==> src/include/ivp_pkg.sv <==
// Constants, types and tables for the interrupt vector and priority unit
package ivp_pkg;

  localparam int unsigned IVP_NUM_VECTORS   = 32;
  localparam int unsigned IVP_NUM_W         = 5;
  localparam int unsigned IVP_ADDR_W        = 24;
  localparam int unsigned IVP_PAGE_W        = 16;
  localparam int unsigned IVP_BYTE_W        = 8;
  localparam int unsigned IVP_VEC_BYTES     = 8;
  localparam int unsigned IVP_BYTE_IDX_W    = 3;
  localparam int unsigned IVP_NUM_HW_RANKS  = 28;

  // Byte positions inside one vector
  localparam logic [2:0] IVP_BYTE_STACK_MODE = 3'h0;
  localparam logic [2:0] IVP_BYTE_ADDR_HI    = 3'h1;
  localparam logic [2:0] IVP_BYTE_ADDR_MID   = 3'h2;
  localparam logic [2:0] IVP_BYTE_ADDR_LO    = 3'h3;
  localparam logic [2:0] IVP_BYTE_LAST       = 3'h7;

  // Vectors of note
  localparam logic [4:0] IVP_RESET_ENTRY_VECTOR     = 5'h00;
  localparam logic [4:0] IVP_NONMASKABLE_VECTOR     = 5'h01;
  localparam logic [4:0] IVP_HIGH_PAGE_FIRST        = 5'h10;
  localparam logic [4:0] IVP_HIGH_PAGE_LAST         = 5'h17;
  localparam logic [4:0] IVP_BUS_FAULT_VECTOR       = 5'h18;
  localparam logic [4:0] IVP_DATALOG_VECTOR         = 5'h19;
  localparam logic [4:0] IVP_OS_SERVICE_VECTOR      = 5'h1a;
  localparam logic [4:0] IVP_EMULATION_VECTOR       = 5'h1d;
  localparam logic [4:0] IVP_SOFTWARE_ONLY_VECTOR_A = 5'h1e;
  localparam logic [4:0] IVP_SOFTWARE_ONLY_VECTOR_B = 5'h1f;

  // Vectors with a hardware source: all but 27, 28, 30 and 31
  localparam logic [31:0] IVP_HW_CAPABLE_MASK = 32'h27ff_ffff;

  // Reset values
  localparam logic [23:0] IVP_ADDR_RST       = 24'h00_0000;
  localparam logic [7:0]  IVP_STACK_MODE_RST = 8'h00;

  // Hardware ranking, index 0 is the best
  localparam logic [4:0] IVP_RANK_ORDER [0:IVP_NUM_HW_RANKS-1] = '{
    5'h00, 5'h1d, 5'h01, 5'h18, 5'h02, 5'h10, 5'h03, 5'h04, 5'h05, 5'h11,
    5'h06, 5'h07, 5'h08, 5'h12, 5'h09, 5'h0a, 5'h0b, 5'h13, 5'h0c, 5'h0d,
    5'h14, 5'h15, 5'h0e, 5'h0f, 5'h16, 5'h17, 5'h19, 5'h1a
  };

  // Sequencer states, Gray coded along idle -> fetch -> launch
  typedef enum logic [1:0] {
    IVP_ST_IDLE   = 2'b00,
    IVP_ST_FETCH  = 2'b01,
    IVP_ST_LAUNCH = 2'b11
  } ivp_state_t;

endpackage : ivp_pkg

==> src/include/ivp_arb_if.sv <==
// Carrier between the core and the priority resolver
`timescale 1ns/1ps
interface ivp_arb_if;
  logic [31:0] pend;
  logic        found;
  logic [4:0]  num;

  modport core (output pend, input found, input num);
  modport arb  (input pend, output found, output num);
endinterface : ivp_arb_if

==> src/rtl/ivp_unit.sv <==
// Interrupt vector address generation, priority resolution and vector fetch
`timescale 1ns/1ps
module ivp_unit
  import ivp_pkg::*;
(
  input  wire logic        ref_clk_in,          // CPU clock, 10 MHz
  input  wire logic        nrst_in,             // Asynchronous reset, active low
  input  wire logic [31:0] hw_req_in,           // Hardware request lines, one per vector
  input  wire logic        ack_in,              // CPU acknowledges the offered request
  input  wire logic        sw_int_in,           // Software interrupt strobe
  input  wire logic [4:0]  sw_num_in,           // Software interrupt vector number
  input  wire logic [15:0] main_vector_page_pointer_in, // Main vector page
  input  wire logic [15:0] high_vector_page_pointer_in, // High vector page
  input  wire logic [7:0]  mem_data_in,         // Program byte read data
  input  wire logic        mem_valid_in,        // Program byte read data valid
  output logic             mem_req_out,         // Program byte read request
  output logic [23:0]      mem_addr_out,        // Program byte address
  output logic             req_valid_out,       // A hardware request is offered
  output logic [4:0]       req_num_out,         // Vector number offered
  output logic             busy_out,            // Vector fetch in progress
  output logic [4:0]       active_num_out,      // Vector being fetched
  output logic             isr_start_out,       // Start execution at isr_addr_out
  output logic [23:0]      isr_addr_out,        // Service routine byte address
  output logic             stack_mode_valid_out, // Stack mode byte updated
  output logic [7:0]       stack_mode_out       // Stack mode setting from reset vector
);

  // Vector number to 24-bit vector byte address
  function automatic logic [23:0] vec_addr(input logic [4:0]  num,
                                           input logic [15:0] main_pg,
                                           input logic [15:0] high_pg);
    logic [15:0] pg;
    pg = main_pg;
    if (num >= IVP_HIGH_PAGE_FIRST && num <= IVP_HIGH_PAGE_LAST) begin
      pg = high_pg;
    end
    return {pg, num, 3'h0};
  endfunction : vec_addr

  // Request input synchroniser and edge detector
  logic [31:0] req_meta_r;
  logic [31:0] req_sync_r;
  logic [31:0] req_prev_r;
  logic [31:0] req_meta_nxt;
  logic [31:0] req_sync_nxt;
  logic [31:0] req_prev_nxt;
  logic [31:0] req_rise;

  // Plain shift, no logic may sit between the two synchroniser stages
  always_comb begin
    req_meta_nxt = hw_req_in;
    req_sync_nxt = req_meta_r;
    req_prev_nxt = req_sync_r;
  end

  always_ff @(posedge ref_clk_in or negedge nrst_in) begin
    if (!nrst_in) begin
      req_meta_r <= 32'h0000_0000;
      req_sync_r <= 32'h0000_0000;
      req_prev_r <= 32'h0000_0000;
    end else begin
      req_meta_r <= req_meta_nxt;
      req_sync_r <= req_sync_nxt;
      req_prev_r <= req_prev_nxt;
    end
  end

  // Sources without a hardware path are dropped at the door
  assign req_rise = req_sync_r & ~req_prev_r & IVP_HW_CAPABLE_MASK;

  // Priority resolver
  ivp_arb_if arb_bus ();

  ivp_arbiter u_arbiter (
    .arb_io (arb_bus.arb)
  );

  // Pending flags and the offered request
  logic [31:0] pend_r;
  logic [31:0] pend_nxt;
  logic        req_valid_r;
  logic        req_valid_nxt;
  logic [4:0]  req_num_r;
  logic [4:0]  req_num_nxt;

  // Sequencer
  ivp_state_t  state_r;
  ivp_state_t  state_nxt;
  logic [4:0]  active_r;
  logic [4:0]  active_nxt;
  logic [2:0]  byte_idx_r;
  logic [2:0]  byte_idx_nxt;
  logic        mem_req_r;
  logic        mem_req_nxt;
  logic [23:0] mem_addr_r;
  logic [23:0] mem_addr_nxt;
  logic [23:0] target_r;
  logic [23:0] target_nxt;
  logic        isr_start_r;
  logic        isr_start_nxt;
  logic [23:0] isr_addr_r;
  logic [23:0] isr_addr_nxt;
  logic        stack_valid_r;
  logic        stack_valid_nxt;
  logic [7:0]  stack_mode_r;
  logic [7:0]  stack_mode_nxt;
  logic        busy_r;
  logic        busy_nxt;

  logic        take_hw;
  logic        take_sw;

  assign arb_bus.pend = pend_r;

  // Acknowledge only counts while the same winner is on offer and we are idle
  assign take_hw = (state_r == IVP_ST_IDLE) && req_valid_r && ack_in;
  // Software entry is immediate from idle, but a hardware acknowledge in the same cycle wins; any vector number is legal from software
  assign take_sw = (state_r == IVP_ST_IDLE) && sw_int_in && !take_hw;

  always_comb begin
    pend_nxt = pend_r;
    if (take_hw) begin
      pend_nxt[req_num_r] = 1'b0;
    end
    // A new edge wins over the clear in the same cycle
    pend_nxt      = pend_nxt | req_rise;
    req_valid_nxt = arb_bus.found;
    req_num_nxt   = arb_bus.num;
    if (take_hw) begin
      // Hide the served request for one cycle so it is not offered twice
      req_valid_nxt = 1'b0;
    end
  end

  always_ff @(posedge ref_clk_in or negedge nrst_in) begin
    if (!nrst_in) begin
      pend_r      <= 32'h0000_0000;
      req_valid_r <= 1'b0;
      req_num_r   <= IVP_RESET_ENTRY_VECTOR;
    end else begin
      pend_r      <= pend_nxt;
      req_valid_r <= req_valid_nxt;
      req_num_r   <= req_num_nxt;
    end
  end

  always_comb begin
    state_nxt       = state_r;
    active_nxt      = active_r;
    byte_idx_nxt    = byte_idx_r;
    mem_req_nxt     = mem_req_r;
    mem_addr_nxt    = mem_addr_r;
    target_nxt      = target_r;
    isr_start_nxt   = 1'b0;
    isr_addr_nxt    = isr_addr_r;
    stack_valid_nxt = 1'b0;
    stack_mode_nxt  = stack_mode_r;
    unique case (state_r)
      IVP_ST_IDLE: begin
        if (take_hw || take_sw) begin
          active_nxt   = take_hw ? req_num_r : sw_num_in;
          mem_addr_nxt = vec_addr(active_nxt, main_vector_page_pointer_in,
                                  high_vector_page_pointer_in);
          byte_idx_nxt = 3'h0;
          mem_req_nxt  = 1'b1;
          state_nxt    = IVP_ST_FETCH;
        end
      end
      IVP_ST_FETCH: begin
        if (mem_valid_in) begin
          unique case (byte_idx_r)
            IVP_BYTE_STACK_MODE: begin
              if (active_r == IVP_RESET_ENTRY_VECTOR) begin
                stack_mode_nxt  = mem_data_in;
                stack_valid_nxt = 1'b1;
              end
              // Other vectors: byte 0 is dropped
            end
            IVP_BYTE_ADDR_HI: begin
              target_nxt[23:16] = mem_data_in;
            end
            IVP_BYTE_ADDR_MID: begin
              target_nxt[15:8] = mem_data_in;
            end
            IVP_BYTE_ADDR_LO: begin
              target_nxt[7:0] = mem_data_in;
            end
            default: begin
              // Padding bytes are read to complete the block and discarded
            end
          endcase
          // All eight bytes are read before the routine is entered
          if (byte_idx_r == IVP_BYTE_LAST) begin
            mem_req_nxt = 1'b0;
            state_nxt   = IVP_ST_LAUNCH;
          end else begin
            byte_idx_nxt = byte_idx_r + 3'h1;
            mem_addr_nxt = mem_addr_r + 24'h00_0001;
          end
        end
      end
      IVP_ST_LAUNCH: begin
        isr_addr_nxt  = target_r;
        isr_start_nxt = 1'b1;
        state_nxt     = IVP_ST_IDLE;
      end
      default: begin
        state_nxt   = IVP_ST_IDLE;
        mem_req_nxt = 1'b0;
      end
    endcase
    // Kept in a flop of its own so the output carries no decode glitches
    busy_nxt = (state_nxt != IVP_ST_IDLE);
  end

  always_ff @(posedge ref_clk_in or negedge nrst_in) begin
    if (!nrst_in) begin
      state_r       <= IVP_ST_IDLE;
      active_r      <= IVP_RESET_ENTRY_VECTOR;
      byte_idx_r    <= 3'h0;
      mem_req_r     <= 1'b0;
      mem_addr_r    <= IVP_ADDR_RST;
      target_r      <= IVP_ADDR_RST;
      isr_start_r   <= 1'b0;
      isr_addr_r    <= IVP_ADDR_RST;
      stack_valid_r <= 1'b0;
      stack_mode_r  <= IVP_STACK_MODE_RST;
      busy_r        <= 1'b0;
    end else begin
      state_r       <= state_nxt;
      active_r      <= active_nxt;
      byte_idx_r    <= byte_idx_nxt;
      mem_req_r     <= mem_req_nxt;
      mem_addr_r    <= mem_addr_nxt;
      target_r      <= target_nxt;
      isr_start_r   <= isr_start_nxt;
      isr_addr_r    <= isr_addr_nxt;
      stack_valid_r <= stack_valid_nxt;
      stack_mode_r  <= stack_mode_nxt;
      busy_r        <= busy_nxt;
    end
  end

  assign mem_req_out          = mem_req_r;
  assign mem_addr_out         = mem_addr_r;
  assign req_valid_out        = req_valid_r;
  assign req_num_out          = req_num_r;
  assign busy_out             = busy_r;
  assign active_num_out       = active_r;
  assign isr_start_out        = isr_start_r;
  assign isr_addr_out         = isr_addr_r;
  assign stack_mode_valid_out = stack_valid_r;
  assign stack_mode_out       = stack_mode_r;

endmodule : ivp_unit

==> src/rtl/ivp_arbiter.sv <==
// Fixed-priority resolver for pending hardware requests
`timescale 1ns/1ps
module ivp_arbiter
  import ivp_pkg::*;
(
  ivp_arb_if.arb arb_io // Pending set in, winner out
);

  logic [31:0] hw_pend;
  logic        found_c;
  logic [4:0]  num_c;

  // Reserved and software-only vectors can never win
  assign hw_pend = arb_io.pend & IVP_HW_CAPABLE_MASK;

  // Walk from worst to best so the best pending rank is the last to write
  always_comb begin
    found_c = 1'b0;
    num_c   = IVP_RESET_ENTRY_VECTOR;
    for (int i = IVP_NUM_HW_RANKS - 1; i >= 0; i--) begin
      if (hw_pend[IVP_RANK_ORDER[i]]) begin
        found_c = 1'b1;
        num_c   = IVP_RANK_ORDER[i];
      end
    end
  end

  assign arb_io.found = found_c;
  assign arb_io.num   = num_c;

endmodule : ivp_arbiter

==> config.mk <==
export PLATFORM = sky130hd
export DESIGN_NAME = ivp_unit
export DESIGN_NICKNAME = d
export VERILOG_FILES = /design/src/include/ivp_pkg.sv /design/src/include/ivp_arb_if.sv /design/src/rtl/ivp_unit.sv /design/src/rtl/ivp_arbiter.sv
export SDC_FILE = /design/constraint.sdc
export NUM_CORES = 1
export LEC_CHECK = 0
export BUFFER_PORTS_ARGS = -buffer_cell sky130_fd_sc_hd__buf_2
export CELL_PAD_IN_SITES_DETAIL_PLACEMENT = 1
export CELL_PAD_IN_SITES_GLOBAL_PLACEMENT = 1
export CORE_AREA = 8 8 125 173
export CTS_CLUSTER_SIZE = 24
export DETAILED_ROUTE_END_ITERATION = 10
export DIE_AREA = 0 0 133 181
export PLACE_DENSITY = 0.86
export SLEW_MARGIN = 20
export SYNTH_ARGS = -nofsm -noshare
export SYNTH_HDL_FRONTEND = slang
export SYNTH_SLANG_ARGS = --single-unit
==> constraint.sdc <==
create_clock -name ref_clk_in -period 2.6 [get_ports ref_clk_in]
set_input_delay 0.39 -clock ref_clk_in [delete_from_list [all_inputs] [get_ports ref_clk_in]]
set_output_delay 0.39 -clock ref_clk_in [all_outputs]
set_load 0.02 [all_outputs]
# Word-level counts from Yosys, hierarchy flattened
# Cells that the tools add are included.
[totals]
regBits = 222
in_bits = 82
word_cells = 144
[op_classes]
n_addsub = 2
n_lt_le_gt_ge = 4
eq_ne = 10
mux = 83
bitwise = 6
n_reduce_logical = 20
[ops]
columns = ["operator", "n"]
rows = [
  ["two-way mux 5 bit", 29],
  ["two-way mux 24 bit", 3],
  ["one-hot mux 24 bit (2 select lines)", 1],
  ["two-way mux 1 bit", 38],
  ["AND 32 bit", 1],
  ["two-way mux 32 bit", 1],
  ["inverter 32 bit", 1],
  ["bitwise OR 32 x 30 -> 32 bit", 1],
  ["AND 30 bit", 1],
  ["inverter 30 bit", 1],
  ["adder 24 x 1 -> 24 bit, second input constant", 1],
  ["two-way mux 16 bit", 1],
  ["AND reduction 4 bit", 3],
  ["two-way mux 3 bit", 3],
  ["AND reduction 3 bit", 3],
  ["== test 3 x 2 -> 1 bit, second input constant", 2],
  ["logical AND 1 bit", 6],
  ["< comparator 5 x 6 -> 1 bit, second input constant", 1],
  ["two-way mux 2 bit", 3],
  ["!= test 2 bit, second input constant", 3],
  ["one-hot mux 3 bit (2 select lines)", 1],
  ["demux 1 bit (select 5 bit)", 1],
  ["greater-or-equal comparator 5 x 1 -> 1 bit, second input constant", 1],
  ["greater-or-equal comparator 5 bit, second input constant", 1],
  ["other kinds (17)", 18],
]

# Logic depth before layout (Yosys ltp)
# Gate-level depths: netlist (run 1).
[depth]
word_depth = 29
ltp_mapped = 8

# Cells and area by module
# A second synthesis (run 1) with hierarchy kept.
[unflattened]
hier_cells = 683
area_unflattened_um2 = 8465.6
[by_module_without_submodules]
columns = ["mod", "instances", "cells_each", "area_per_inst_um2"]
rows = [
  ["ivp_unit", 1, 615, 8071.5],
  ["ivp_arbiter", 1, 68, 394.1],
]

# Worst setup path before layout (run 1)
# No wires, ideal clock.
[synth_path]
kind = "reg2reg"
from = "reg byte_idx_r[0]"
to = "reg byte_idx_r[2]"
arrival_time_ns = 2.075
path_slack_ns = 0.393
stages_incl_launch_ff = 8
path_cell_list = "dfrtp_1 ha_1 ha_1 nand2b_1 a211oi_1 clkbuf_1 clkbuf_1 o22ai_1"
[synth_via]
elab_chain_len = 4
[synth_rtl]
columns = ["element", "line", "text"]
rows = [
  ["from (decl)", "ivp_unit.sv:91", "logic [2:0] byte_idx_r;"],
  ["from (signal assigned)", "ivp_unit.sv:232", "byte_idx_r <= byte_idx_nxt;"],
  ["adder 3 x 1 -> 3 bit", "ivp_unit.sv:197", "byte_idx_nxt = byte_idx_r + 3'h1;"],
  ["two-way mux 3 bit", "ivp_unit.sv:193", "if (byte_idx_r == IVP_BYTE_LAST) begin"],
  ["two-way mux 3 bit", "ivp_unit.sv:170", "if (mem_valid_in) begin"],
  ["one-hot mux 3 bit (2 select lines)", "ivp_unit.sv:158", "unique case (state_r)"],
]
# Several ways; a longest one is shown, not always the timed one. The select of a mux whose other input is x is not followed.
# A chain may end at the register's enable or synchronous reset.

# Final worst setup path (run 1)
[layout_path]
from = "reg pend_r[8], in the netlist arb_bus.pend[8]"
to = "reg req_num_r[4], in the netlist req_num_out[4]"
[layout_via]
elab_chain_len = 13
[layout_rtl]
columns = ["element", "line", "text"]
rows = [
  ["from (decl)", "ivp_unit.sv:79", "logic [31:0] pend_r;"],
  ["from (signal assigned)", "ivp_unit.sv:141", "pend_r <= pend_nxt;"],
  ["two-way mux 5 bit (13 in a row)", "ivp_arbiter.sv:21", "if (hw_pend[IVP_RANK_ORDER[i]]) begin"],
  ["named net arb_bus.num[4]", "ivp_arb_if.sv:6", "logic [4:0] num;"],
  ["to (signal assigned)", "ivp_unit.sv:143", "req_num_r <= req_num_nxt;"],
  ["to (decl)", "ivp_unit.sv:83", "logic [4:0] req_num_r;"],
]
# The timed path passes the listed nets, and every way through them passes these cells.

==> flow_summary.toml, run 1 <==
[cells_and_area]
final_cells = 1122
ff_latch_area_um2 = 5305
layout-area-overhead-vs-synth_pct = 26.30
layout_commonest_cell = "sky130_fd_sc_hd__dfrtp_1"
mostFrequentLayoutCells = "212 x sky130_fd_sc_hd__dfrtp_1, 147 x sky130_fd_sc_hd__buf_2, 82 x sky130_fd_sc_hd__o21ai_0"
multi_input_area_um2 = 2645
nNetsFinal = 948
final_layout_size_suffix_gt1_share_pct = 31.84
fillerInstances = 2022

[timing]
timing.final.setup_violations = 0
post-route-min-period_ns = 2.341
skew_ns = 0.008454
timing.final.crit_share_pct = 90.03
unrepaired_setup_endpoints_after_global_routing = "false"
fin_setup_tns_ns = 0
worst_slew_pin_slew_ns = 0.7556
timing.final.hold_violations = 0
achievable-frequency_ghz = 0.4272
final_max_slew_viol_count = 0
max-slew-margin-rel_pct = 48.32

[power]
power_density_nw_per_um2 = 1034
switching_share_pct = 33.45
sequential_share_of_power_pct = 43.8
max-vdd-ir-drop_mv = 0.5825
cellLeakagePower_nw = 4.761
cell_internal_pwr_mw = 7.109
p_switching_mw = 3.574
clock_power_share_pct = 29.0
combinational_power_share_pct = 27.2

[hold_path]
holdCritPathClass = "in -> reg"

[yosys]
synth_flop_cell = "sky130_fd_sc_hd__dfrtp_1"
postSynthNetCount = 747
syn-mean-instance-area_um2 = 12.43
ys_warn_count = 0
cell_variety_after_synth = 55
postSynthCellCount = 658
syn-cell-area_um2 = 8178
ys_async_sr_fraction_pct = 100.0
synth_seq_cells = 212
synth_seq_area_share_pct = 64.87
synth_edf_count = 0

[clocking]
clk_latency_ns = 0.49
htree_levels = 1
tritoncts = "built"
ctsRootBufferMaster = "sky130_fd_sc_hd__clkbuf_16"
worst_setup_hold_path_clk_slew_ns = 0.06
clock_sinks = 212
number_of_buffers_inserted_during_clock_tree_synthesis = 21
cts-root-to-sink-buffers = 3

[floorplanning]
dieHeight_um = 181
die_w_um = 133
design.core.area_um2 = 18990
dieArea_um2 = 24070
pin_count = 153
initial_utilization_pct = 43.06
placement_rows = 60

[placed_design]
detailedPlacementHpwl_mm = 16.52
gp_congestion = 0.8773
placed_cells = 1060
port-buffer-count = 148

[route]
detail_route.first_pass.iterations = 4
vias = 6059
route.antenna.remaining_nets = 0
total_routed_length_mm = 22.89
first_iter_violations = 293
drt-wirelength-per-cell_um = 20.40
routed_via_density = 5.400
drcViolationCount = 0

[grt]
antenna_violations_before_repair = 0
grt_pass1_vias = 6890
first_pass_grt_wire_length_mm = 37.28
grt_use_total_pct = 19.22
pin_count_of_the_biggest_net_entering_global_routing = 82
globalRouteOverflowTotal = 0

[critical_path]
regToRegEndpoint = "req_num_out[4]"
crit_type = "reg -> reg"
start_kind = "flip-flop"
worst-endpoint-required_ns = 3.00
setup.worst_path.end_class = "flip-flop"
critical_path_peak_fanout = 7
endpoint = "req_num_out[4]"
r2r.worst_path.cells = 5
cp-startpoint = "arb_bus.pend[8]"
reg2reg_slack_ns = 0.26
regToRegStartpoint = "arb_bus.pend[8]"
crit_arrival_ns = 2.74

[job]
cap_violations = 0

[status]
run_status = "completed"
==> worst min-delay path by stage <==
stage	start	to	slack (ns)	cells after the start
floorplan	nrst_in	active_num_out[0]	0.09	0
global placement	req_meta_r[7]	req_prev_nxt[7]	0.33	0
detailed placement	req_meta_r[10]	req_prev_nxt[10]	0.34	0
CTS	hw_req_in[12]	req_meta_r[12]	0.001	1
global route	hw_req_in[12]	req_meta_r[12]	0.001	1
finish	hw_req_in[12]	req_meta_r[12]	0.01	1
==> Yosys cell counts, types with 10 or more instances <==
library cell / instances / area share (%)
sky130_fd_sc_hd__dfrtp_1: 212 / 65
sky130_fd_sc_hd__o21ai_0: 82 / 5.0
sky130_fd_sc_hd__mux2_2: 63 / 8.7
sky130_fd_sc_hd__inv_1: 43 / 2.0
sky130_fd_sc_hd__nand2_1: 39 / 1.8
sky130_fd_sc_hd__nor2_1: 28 / 1.3
sky130_fd_sc_hd__a21oi_1: 23 / 1.4
sky130_fd_sc_hd__nand3_1: 17 / 1.0
sky130_fd_sc_hd__a211oi_1: 15 / 1.4
sky130_fd_sc_hd__clkbuf_1: 12 / 0.55
sky130_fd_sc_hd__mux2i_1: 12 / 1.5
sky130_fd_sc_hd__nor4_1: 10 / 0.76
==> metal layers <==
| layer | wire, um | vias up | global-route usage (%) |
|---|---|---|---|
| met5 | 0 | - | 0 |
| met1 | 8526 | 3087 | 20.60 |
| met2 | 12480 | 185 | 36.13 |
| li1 | - | 2740 | - |
| met3 | 1234 | 47 | 3.609 |
| met4 | 653 | 0 | 7.338 |
==> critical path: stages, from the launching register on <==
cell and delay (ns):
sky130_fd_sc_hd__dfrtp_1 0.46, sky130_fd_sc_hd__nor4_1 0.44, sky130_fd_sc_hd__o21ai_0 0.23, sky130_fd_sc_hd__a2111oi_0 0.64, sky130_fd_sc_hd__o311ai_0 0.26, sky130_fd_sc_hd__a31oi_1 0.22
==> layout make-up <==
type,count,share of cell area (%)
Inverter,43,1.563
Clock buffer,27,5.597
Timing Repair Buffer,194,11.54
Clock inverter,10,1.296
Multi-Input combinational cell,387,25.61
Tap cell,248,3.004
Antenna cell,1,0.02423
Sequential cell,212,51.36
==> state kept, by name, summed over array words and instances, names as in the netlist <==
register / cells
state_r: 2
mem_addr_out: 24
isr_start_out: 1
target_r: 24
req_prev_r: 28
busy_out: 1
req_prev_nxt: 28
stack_mode_out: 8
isr_addr_out: 24
active_num_out: 5
req_meta_r: 28
req_valid_out: 1
stack_mode_valid_out: 1
byte_idx_r: 3
arb_bus.pend: 28
req_num_out: 5
mem_req_out: 1
==> stage by stage <==
step / area, um2 / utilization (%) / worst slack (ns) / total power, mW / hold WS, ns
2_1_floorplan: 8178 / - / 0.3932 / 6.334 / 0.09441
3_3_place_gp: 9371 / 49.34 / 0.2982 / 7.416 / 0.3331
3_5_place_dp: 9371 / 49.34 / 0.1982 / 7.622 / 0.3363
4_1_cts: 10310 / 54.30 / 0.1876 / 10.80 / 0.001089
5_1_grt: 10330 / 54.37 / 0.05967 / 11.21 / 0.001097
6_report: 10330 / 54.38 / 0.2591 / 10.68 / 0.01014
==> kinds of logic (layout without fill, tap and decap cells) <==
group           count (synthesis)  count (layout)  synth area share, %
simple gates                  146             146                9.256
compound gates                157             157                11.40
other cells                     0               1                    0
buf+inv                        59             274                2.876
fa+ha+maj                       7               7                1.071
flops                         212             212                64.87
xor+xnor                        1               1               0.1071
mux                            76              76                10.42
==> repair_timing <==
item,in CTS,in global routing
hold buffers,23,1
endpoints found under the hold margin,98,1
resized for setup,0,1
buffers inserted,0,0
endpoints found under the setup margin,0,3
==> power by group through the flow <==
stage / clock, mW / combinational [mW] / sequential [mW]
finish: 3.10 / 2.91 / 4.68
global route: 3.29 / 3.15 / 4.78
CTS: 3.18 / 2.95 / 4.67
detailed placement: 0 / 2.90 / 4.72
global placement: 0 / 2.78 / 4.63
floorplan: 0 / 1.19 / 5.14
No activity file was read; power rests on OpenSTA's default activity.
==> run 2: changes to the inputs <==
--- a/config.mk
+++ b/config.mk
@@ -12,6 +12,7 @@
 export CTS_CLUSTER_SIZE = 24
 export DETAILED_ROUTE_END_ITERATION = 10
 export DIE_AREA = 0 0 133 181
+export GPL_TIMING_DRIVEN = 0
 export PLACE_DENSITY = 0.86
 export SLEW_MARGIN = 20
 export SYNTH_ARGS = -nofsm -noshare
==> run 2 against run 1 <==
Clock skew up 0.0085 ns. Cell count stayed put. Total power up 0.31%. Critical path depth increased by 2. First-iteration DRC count is 11% higher. Sequential power about the same. Critical endpoint is now mem_addr_out[12]. Largest cell class unchanged.
==> flow_summary.toml, run 2 (synthesis gave the netlist of run 1 again) <==
[power]
cell_internal_pwr_mw = 7.134
switching_share_pct = 33.43
max-vdd-ir-drop_mv = 0.7731
clock_power_share_pct = 29.1
finalPower_mw = 10.72
combinational_power_share_pct = 27.1
sequential_share_of_power_pct = 43.8
p_switching_mw = 3.582
power_density_nw_per_um2 = 1037
cellLeakagePower_nw = 4.739

[placed_design]
gp_congestion = 0.9147
detailedPlacementHpwl_mm = 16.26
port-buffer-count = 148

[cells_and_area]
finalCoreUtilization_pct = 54.42
final_layout_size_suffix_gt1_share_pct = 30.58
ff_latch_area_um2 = 5305
layout-area-overhead-vs-synth_pct = 26.39
layout_commonest_cell = "sky130_fd_sc_hd__dfrtp_1"
fillerInstances = 2008
mostFrequentLayoutCells = "212 x sky130_fd_sc_hd__dfrtp_1, 149 x sky130_fd_sc_hd__buf_2, 82 x sky130_fd_sc_hd__o21ai_0"
nNetsFinal = 948
multi_input_area_um2 = 2666

[clocking]
ctsRootBufferMaster = "sky130_fd_sc_hd__clkbuf_16"
number_of_buffers_inserted_during_clock_tree_synthesis = 20
cts-root-to-sink-buffers = 3
clock_sinks = 212
clk_latency_ns = 0.49
tritoncts = "built"
htree_levels = 1
cts.repair_timing.setup_buffer_count = 0
worst_setup_hold_path_clk_slew_ns = 0.07

[route]
total_routed_length_mm = 23.13
first_iter_violations = 326
route.antenna.remaining_nets = 0
drcViolationCount = 0
detail_route.first_pass.iterations = 4
routed_via_density = 5.478
vias = 6146
drt-wirelength-per-cell_um = 20.61

[floorplanning]
initial_utilization_pct = 43.06
placement_rows = 60
die_w_um = 133
dieHeight_um = 181
design.core.area_um2 = 18990
dieArea_um2 = 24070
pin_count = 153

[grt]
first_pass_grt_wire_length_mm = 37.07
grt_pass1_vias = 6865
globalRouteOverflowTotal = 0
grt_use_total_pct = 19.10
pin_count_of_the_biggest_net_entering_global_routing = 87
antenna_violations_before_repair = 0

[timing]
unrepaired_setup_endpoints_after_global_routing = "true"
post-route-min-period_ns = 2.516
timing.final.crit_share_pct = 96.75
final_max_slew_viol_count = 0
timing.final.hold_violations = 0
worst_slew_pin_slew_ns = 0.9179
skew_ns = 0.01697
hold_slack_ns = 0.1770
timing.final.setup_violations = 0
max-slew-margin-rel_pct = 38.44
achievable-frequency_ghz = 0.3975

[critical_path]
endpoint = "mem_addr_out[12]"
worst-endpoint-required_ns = 2.95
crit_arrival_ns = 2.87
cp-startpoint = "byte_idx_r[0]"
setup.worst_path.end_class = "flip-flop"
r2r.worst_path.cells = 7
critical_path_peak_fanout = 10
reg2reg_slack_ns = 0.08
regToRegEndpoint = "mem_addr_out[12]"
regToRegStartpoint = "byte_idx_r[0]"
crit_type = "reg -> reg"
start_kind = "flip-flop"

[hold_path]
timing.hold.worst_path_depth = 2
holdCritPathClass = "in -> reg"
worst_hold_startpoint = "mem_data_in[7]"

[job]
cap_violations = 0

[status]
run_status = "completed"
## run 2: worst min path at each step
stage / end / slack [ns]
4_1_cts: req_meta_r[13] / 0.003
3_5_place_dp: req_meta_r[13] / 0.31
6_report: target_r[7] / 0.18
3_3_place_gp: req_prev_nxt[7] / 0.33
5_1_grt: target_r[7] / 0.17
2_1_floorplan: active_num_out[0] / 0.09
## run 2: final cells by class
class	instances	area share [%]
Clock buffer	30	5.895
Antenna cell	1	0.02421
Clock inverter	6	1.017
Multi-Input combinational cell	387	25.80
Inverter	43	1.562
Sequential cell	212	51.33
Buffer	16	0.7747
Timing Repair Buffer	179	10.60
Tap cell	248	3.002
## run 2: what timing repair did
item	4_1_cts	5_1_grt
hold endpoints to repair	68	1
hold buffers	28	1
pin swaps	0	0
gates resized for setup	5	7
endpoints found under the setup margin	26	15
## run 2: power groups by stage
| stage | Clock [mW] | Combinational, mW | Sequential [mW] |
|---|---|---|---|
| final | 3.12 | 2.90 | 4.69 |
| after global routing | 3.32 | 3.14 | 4.78 |
| after CTS | 3.20 | 2.92 | 4.69 |
| after detailed placement | 0 | 2.85 | 4.73 |
| after global placement | 0 | 2.71 | 4.66 |
| after floorplan | 0 | 1.19 | 5.14 |
## run 2: routing by layer
metal	track usage, %	part of all wire (%)	vias to the layer above
li1	-	-	2747
met1	21.02	38	3118
met2	34.55	53	223
met3	3.637	5.6	58
met5	0	0	-
met4	8.933	3.8	0
## run 2: through the flow
| step | std cells | TNS (ns) | instance area [um2] | worst slack, ns |
|---|---|---|---|---|
| after detailed placement | 1056 | -4.310 | 9294 | -0.3639 |
| after floorplan | 658 | 0 | 8178 | 0.3932 |
| after global placement | 1054 | -495.83 | 9229 | -2.345 |
| final | 1122 | 0 | 10340 | 0.08439 |
| after global routing | 1121 | -0.09693 | 10330 | -0.03362 |
| after CTS | 1120 | 0 | 10300 | 0.01011 |
## run 2: worst max-delay path, stage by stage (launching register included)
cell                       delay, ns
sky130_fd_sc_hd__dfrtp_1        0.43
sky130_fd_sc_hd__ha_1           0.24
sky130_fd_sc_hd__ha_1           0.21
sky130_fd_sc_hd__nand2b_1       0.27
sky130_fd_sc_hd__a211oi_2       0.45
sky130_fd_sc_hd__clkbuf_2       0.34
sky130_fd_sc_hd__clkbuf_2       0.32
sky130_fd_sc_hd__a21oi_1        0.11
==> run 3: changes to the inputs <==
--- a/config.mk
+++ b/config.mk
@@ -5,13 +5,14 @@
 export SDC_FILE = /design/constraint.sdc
 export NUM_CORES = 1
 export LEC_CHECK = 0
+export ABC_AREA = 1
 export BUFFER_PORTS_ARGS = -buffer_cell sky130_fd_sc_hd__buf_2
 export CELL_PAD_IN_SITES_DETAIL_PLACEMENT = 1
 export CELL_PAD_IN_SITES_GLOBAL_PLACEMENT = 1
-export CORE_AREA = 8 8 125 173
+export CORE_AREA = 8 8 129 178
 export CTS_CLUSTER_SIZE = 24
 export DETAILED_ROUTE_END_ITERATION = 10
-export DIE_AREA = 0 0 133 181
+export DIE_AREA = 0 0 137 186
 export GPL_TIMING_DRIVEN = 0
 export PLACE_DENSITY = 0.86
 export SLEW_MARGIN = 20
==> run 3 against run 2 <==
Clock skew increased by 0.0080 ns. Maximum frequency up 4.1%. Design area rose by 1.6%. Combinational power rose by 14%. Flip-flop and latch count did not move. Worst hold slack worse by 0.15 ns. Total power grew 4.7%. Sequential power is 1% lower. Critical path depth is 1 higher. Die area increased by 5.9%. Largest cell class unchanged.
==> flow_summary.toml, run 3 <==
[status]
run_status = "completed"

[route]
route.antenna.remaining_nets = 0
first_iter_violations = 303
total_routed_length_mm = 25.09
drcViolationCount = 0
drt-wirelength-per-cell_um = 18.85
detail_route.first_pass.iterations = 4
routed_via_density = 5.126
vias = 6823

[grt]
pin_count_of_the_biggest_net_entering_global_routing = 97
first_pass_grt_wire_length_mm = 39.57
grt_use_total_pct = 19.64
globalRouteOverflowTotal = 0
antenna_violations_before_repair = 0
grt_pass1_vias = 7556

[timing]
hold_slack_ns = 0.02991
achievable-frequency_ghz = 0.4139
timing.final.crit_share_pct = 92.92
final.setup.worst_slack_ns = 0.1840
final_max_slew_viol_count = 0
timing.final.hold_violations = 0
worst_slew_pin_slew_ns = 0.6269
timing.final.setup_violations = 0
max-slew-margin-rel_pct = 58.21
skew_ns = 0.02496
post-route-min-period_ns = 2.416
unrepaired_setup_endpoints_after_global_routing = "false"

[yosys]
postSynthNetCount = 949
syn-mean-instance-area_um2 = 9.706
postSynthCellCount = 860
yosys.area.top_type = "sky130_fd_sc_hd__dfrtp_1"
area_share_of_the_largest_cell_type_after_synthesis_pct = 63.56
synth_seq_cells = 212
syn-cell-area_um2 = 8347
synth_seq_area_share_pct = 63.56
synth_edf_count = 0
netlist_top_cells_count = "212 x sky130_fd_sc_hd__dfrtp_1, 174 x sky130_fd_sc_hd__nand2_1, 172 x sky130_fd_sc_hd__o21ai_0, 113 x sky130_fd_sc_hd__inv_1, 40 x sky130_fd_sc_hd__nor2_1"
ys_async_sr_fraction_pct = 100.0
cell_variety_after_synth = 38
ys_warn_count = 0
synth_flop_cell = "sky130_fd_sc_hd__dfrtp_1"
synthMostInstantiatedCell = "sky130_fd_sc_hd__dfrtp_1"
synth.top_cells.by_area = "sky130_fd_sc_hd__dfrtp_1 64%, sky130_fd_sc_hd__o21ai_0 10%, sky130_fd_sc_hd__nand2_1 7.8%"

[critical_path]
slowest_delay_ns = 0.47
crit_arrival_ns = 2.79
start_kind = "flip-flop"
timing.critical_path.slowest_stage_cell = "sky130_fd_sc_hd__dfrtp_1"
cp_cell_sequence = "nor2_4 -> nand3_2 -> o21ai_0 -> nand2_2 -> clkbuf_2 -> o21ai_0 -> nand2_1 -> o22a_1"
setup.worst_path.end_class = "flip-flop"
worst-endpoint-required_ns = 2.98
critical_path_peak_fanout = 10
crit_top_cell = "sky130_fd_sc_hd__o21ai_0"
crit_type = "reg -> reg"

[placed_design]
port-buffer-count = 148
placed_cells = 1266
gp_congestion = 0.8424
detailedPlacementHpwl_mm = 17.49
placed_area_um2 = 9473
dp_worst_setup_slack_ns = 0.1376

[clocking]
clk_latency_ns = 0.52
clock_sinks = 212
ctsRootBufferMaster = "sky130_fd_sc_hd__clkbuf_16"
number_of_buffers_inserted_during_clock_tree_synthesis = 22
cts-root-to-sink-buffers = 3
tritoncts = "built"
htree_levels = 1
worst_setup_hold_path_clk_slew_ns = 0.06

[power]
cellLeakagePower_nw = 5.136
max-vdd-ir-drop_mv = 0.8263
power_density_nw_per_um2 = 1068

[cells_and_area]
num_antenna_cells = 0
final_cells = 1331
nNetsFinal = 1150
fillerInstances = 2397
final_layout_size_suffix_gt1_share_pct = 20.65
layout_commonest_cell = "sky130_fd_sc_hd__dfrtp_1"
mostFrequentLayoutCells = "212 x sky130_fd_sc_hd__dfrtp_1, 174 x sky130_fd_sc_hd__nand2_1, 172 x sky130_fd_sc_hd__o21ai_0"
layout-area-overhead-vs-synth_pct = 25.81
final_design_area_no_fill_um2 = 10500

[hold_path]
holdCritPathClass = "in -> reg"

[floorplanning]
design.core.area_um2 = 20320
initial_utilization_pct = 41.07
dieArea_um2 = 25480
dieHeight_um = 186
pin_count = 153
placement_rows = 62
die_w_um = 137

[job]
cap_violations = 0
-- run 3: cell count changes after synthesis, moves of 12 or more --
cell | previous run | this run
sky130_fd_sc_hd__mux2i_1 | 12 | 0
sky130_fd_sc_hd__inv_1 | 43 | 113
sky130_fd_sc_hd__a211oi_1 | 15 | 0
sky130_fd_sc_hd__nor2_1 | 28 | 40
sky130_fd_sc_hd__nand2_1 | 39 | 174
sky130_fd_sc_hd__mux2_2 | 63 | 0
sky130_fd_sc_hd__o21ai_0 | 82 | 172
sky130_fd_sc_hd__o21ai_1 | 0 | 13
-- run 3: power breakdown --
part | internal, mW | switching, mW | total, mW
sequential | 4.06 | 0.584 | 4.64
clock | 1.95 | 1.31 | 3.27
combinational | 1.06 | 2.25 | 3.31
-- run 3: metal layers --
metal / vias up / global-route usage, % / share of wire (%)
met5: - / 0 / 0
met1: 3443 / 22.82 / 39
met4: 0 / 6.888 / 2.9
met2: 140 / 35.21 / 53
li1: 3193 / - / -
met3: 47 / 3.674 / 5.0
-- run 3: kinds of logic (layout without fill, tap and decap cells) --
kind of cell,Yosys count,count (layout),share of synthesized area (%)
and+or+nand+nor,269,269,13.91
AOI/OAI and AO/OA,233,233,14.78
DFF,212,212,63.56
buffers and inverters,139,354,6.700
adders and majority gates,7,7,1.049
-- run 3: timing repair --
| item | in CTS | in global routing |
|---|---|---|
| hold buffers | 26 | 1 |
| setup buffers | 0 | 0 |
| hold endpoints to repair | 66 | 1 |
| gates resized for setup | 0 | 1 |
| setup endpoints to repair | 0 | 1 |
-- run 3: worst paths after layout --
| check | start | end | slack, ns | depth (start not counted) |
|---|---|---|---|---|
| max in group asynchronous | nrst_in | mem_addr_out[0] | 1.43 | 3 |
| hold / removal | hw_req_in[3] | req_meta_r[3] | 0.03 | 1 |
| hold reg to reg | req_meta_r[3] | req_prev_nxt[3] | 0.34 | 0 |
| min in group asynchronous | nrst_in | isr_addr_out[15] | 0.35 | 2 |
| setup reg to reg | state_r[0] | mem_addr_out[19] | 0.18 | 8 |
| setup / recovery | state_r[0] | mem_addr_out[19] | 0.18 | 8 |
-- run 3: final cells by class --
type | instances | area (um2) | share of cell area, %
Sequential cell | 212 | 5305 | 50.52
Multi-Input combinational cell | 509 | 2487 | 23.69
Timing Repair Buffer | 177 | 1076 | 10.25
Clock buffer | 31 | 654.4 | 6.231
Inverter | 118 | 442.9 | 4.218
Tap cell | 256 | 320.3 | 3.050
Buffer | 21 | 116.4 | 1.108
Clock inverter | 7 | 98.84 | 0.9413
-- run 3: per-stage QoR --
step / total power, mW / setup TNS [ns] / utilization (%)
global placement: 7.747 / -504.16 / 46.29
global route: 11.85 / 0 / 51.67
finish: 11.22 / 0 / 51.67
detailed placement: 7.944 / 0 / 46.61
floorplan: 6.564 / 0 / -
CTS: 11.28 / 0 / 51.59
-- run 3: worst max-delay path: cells and delay by family, from the launching register on --
kind                   cells  cell delay [ns]
AOI/OAI and AO/OA          3             0.92
buffers and inverters      1             0.25
and+or+nand+nor            4             0.66
DFF                        1             0.47
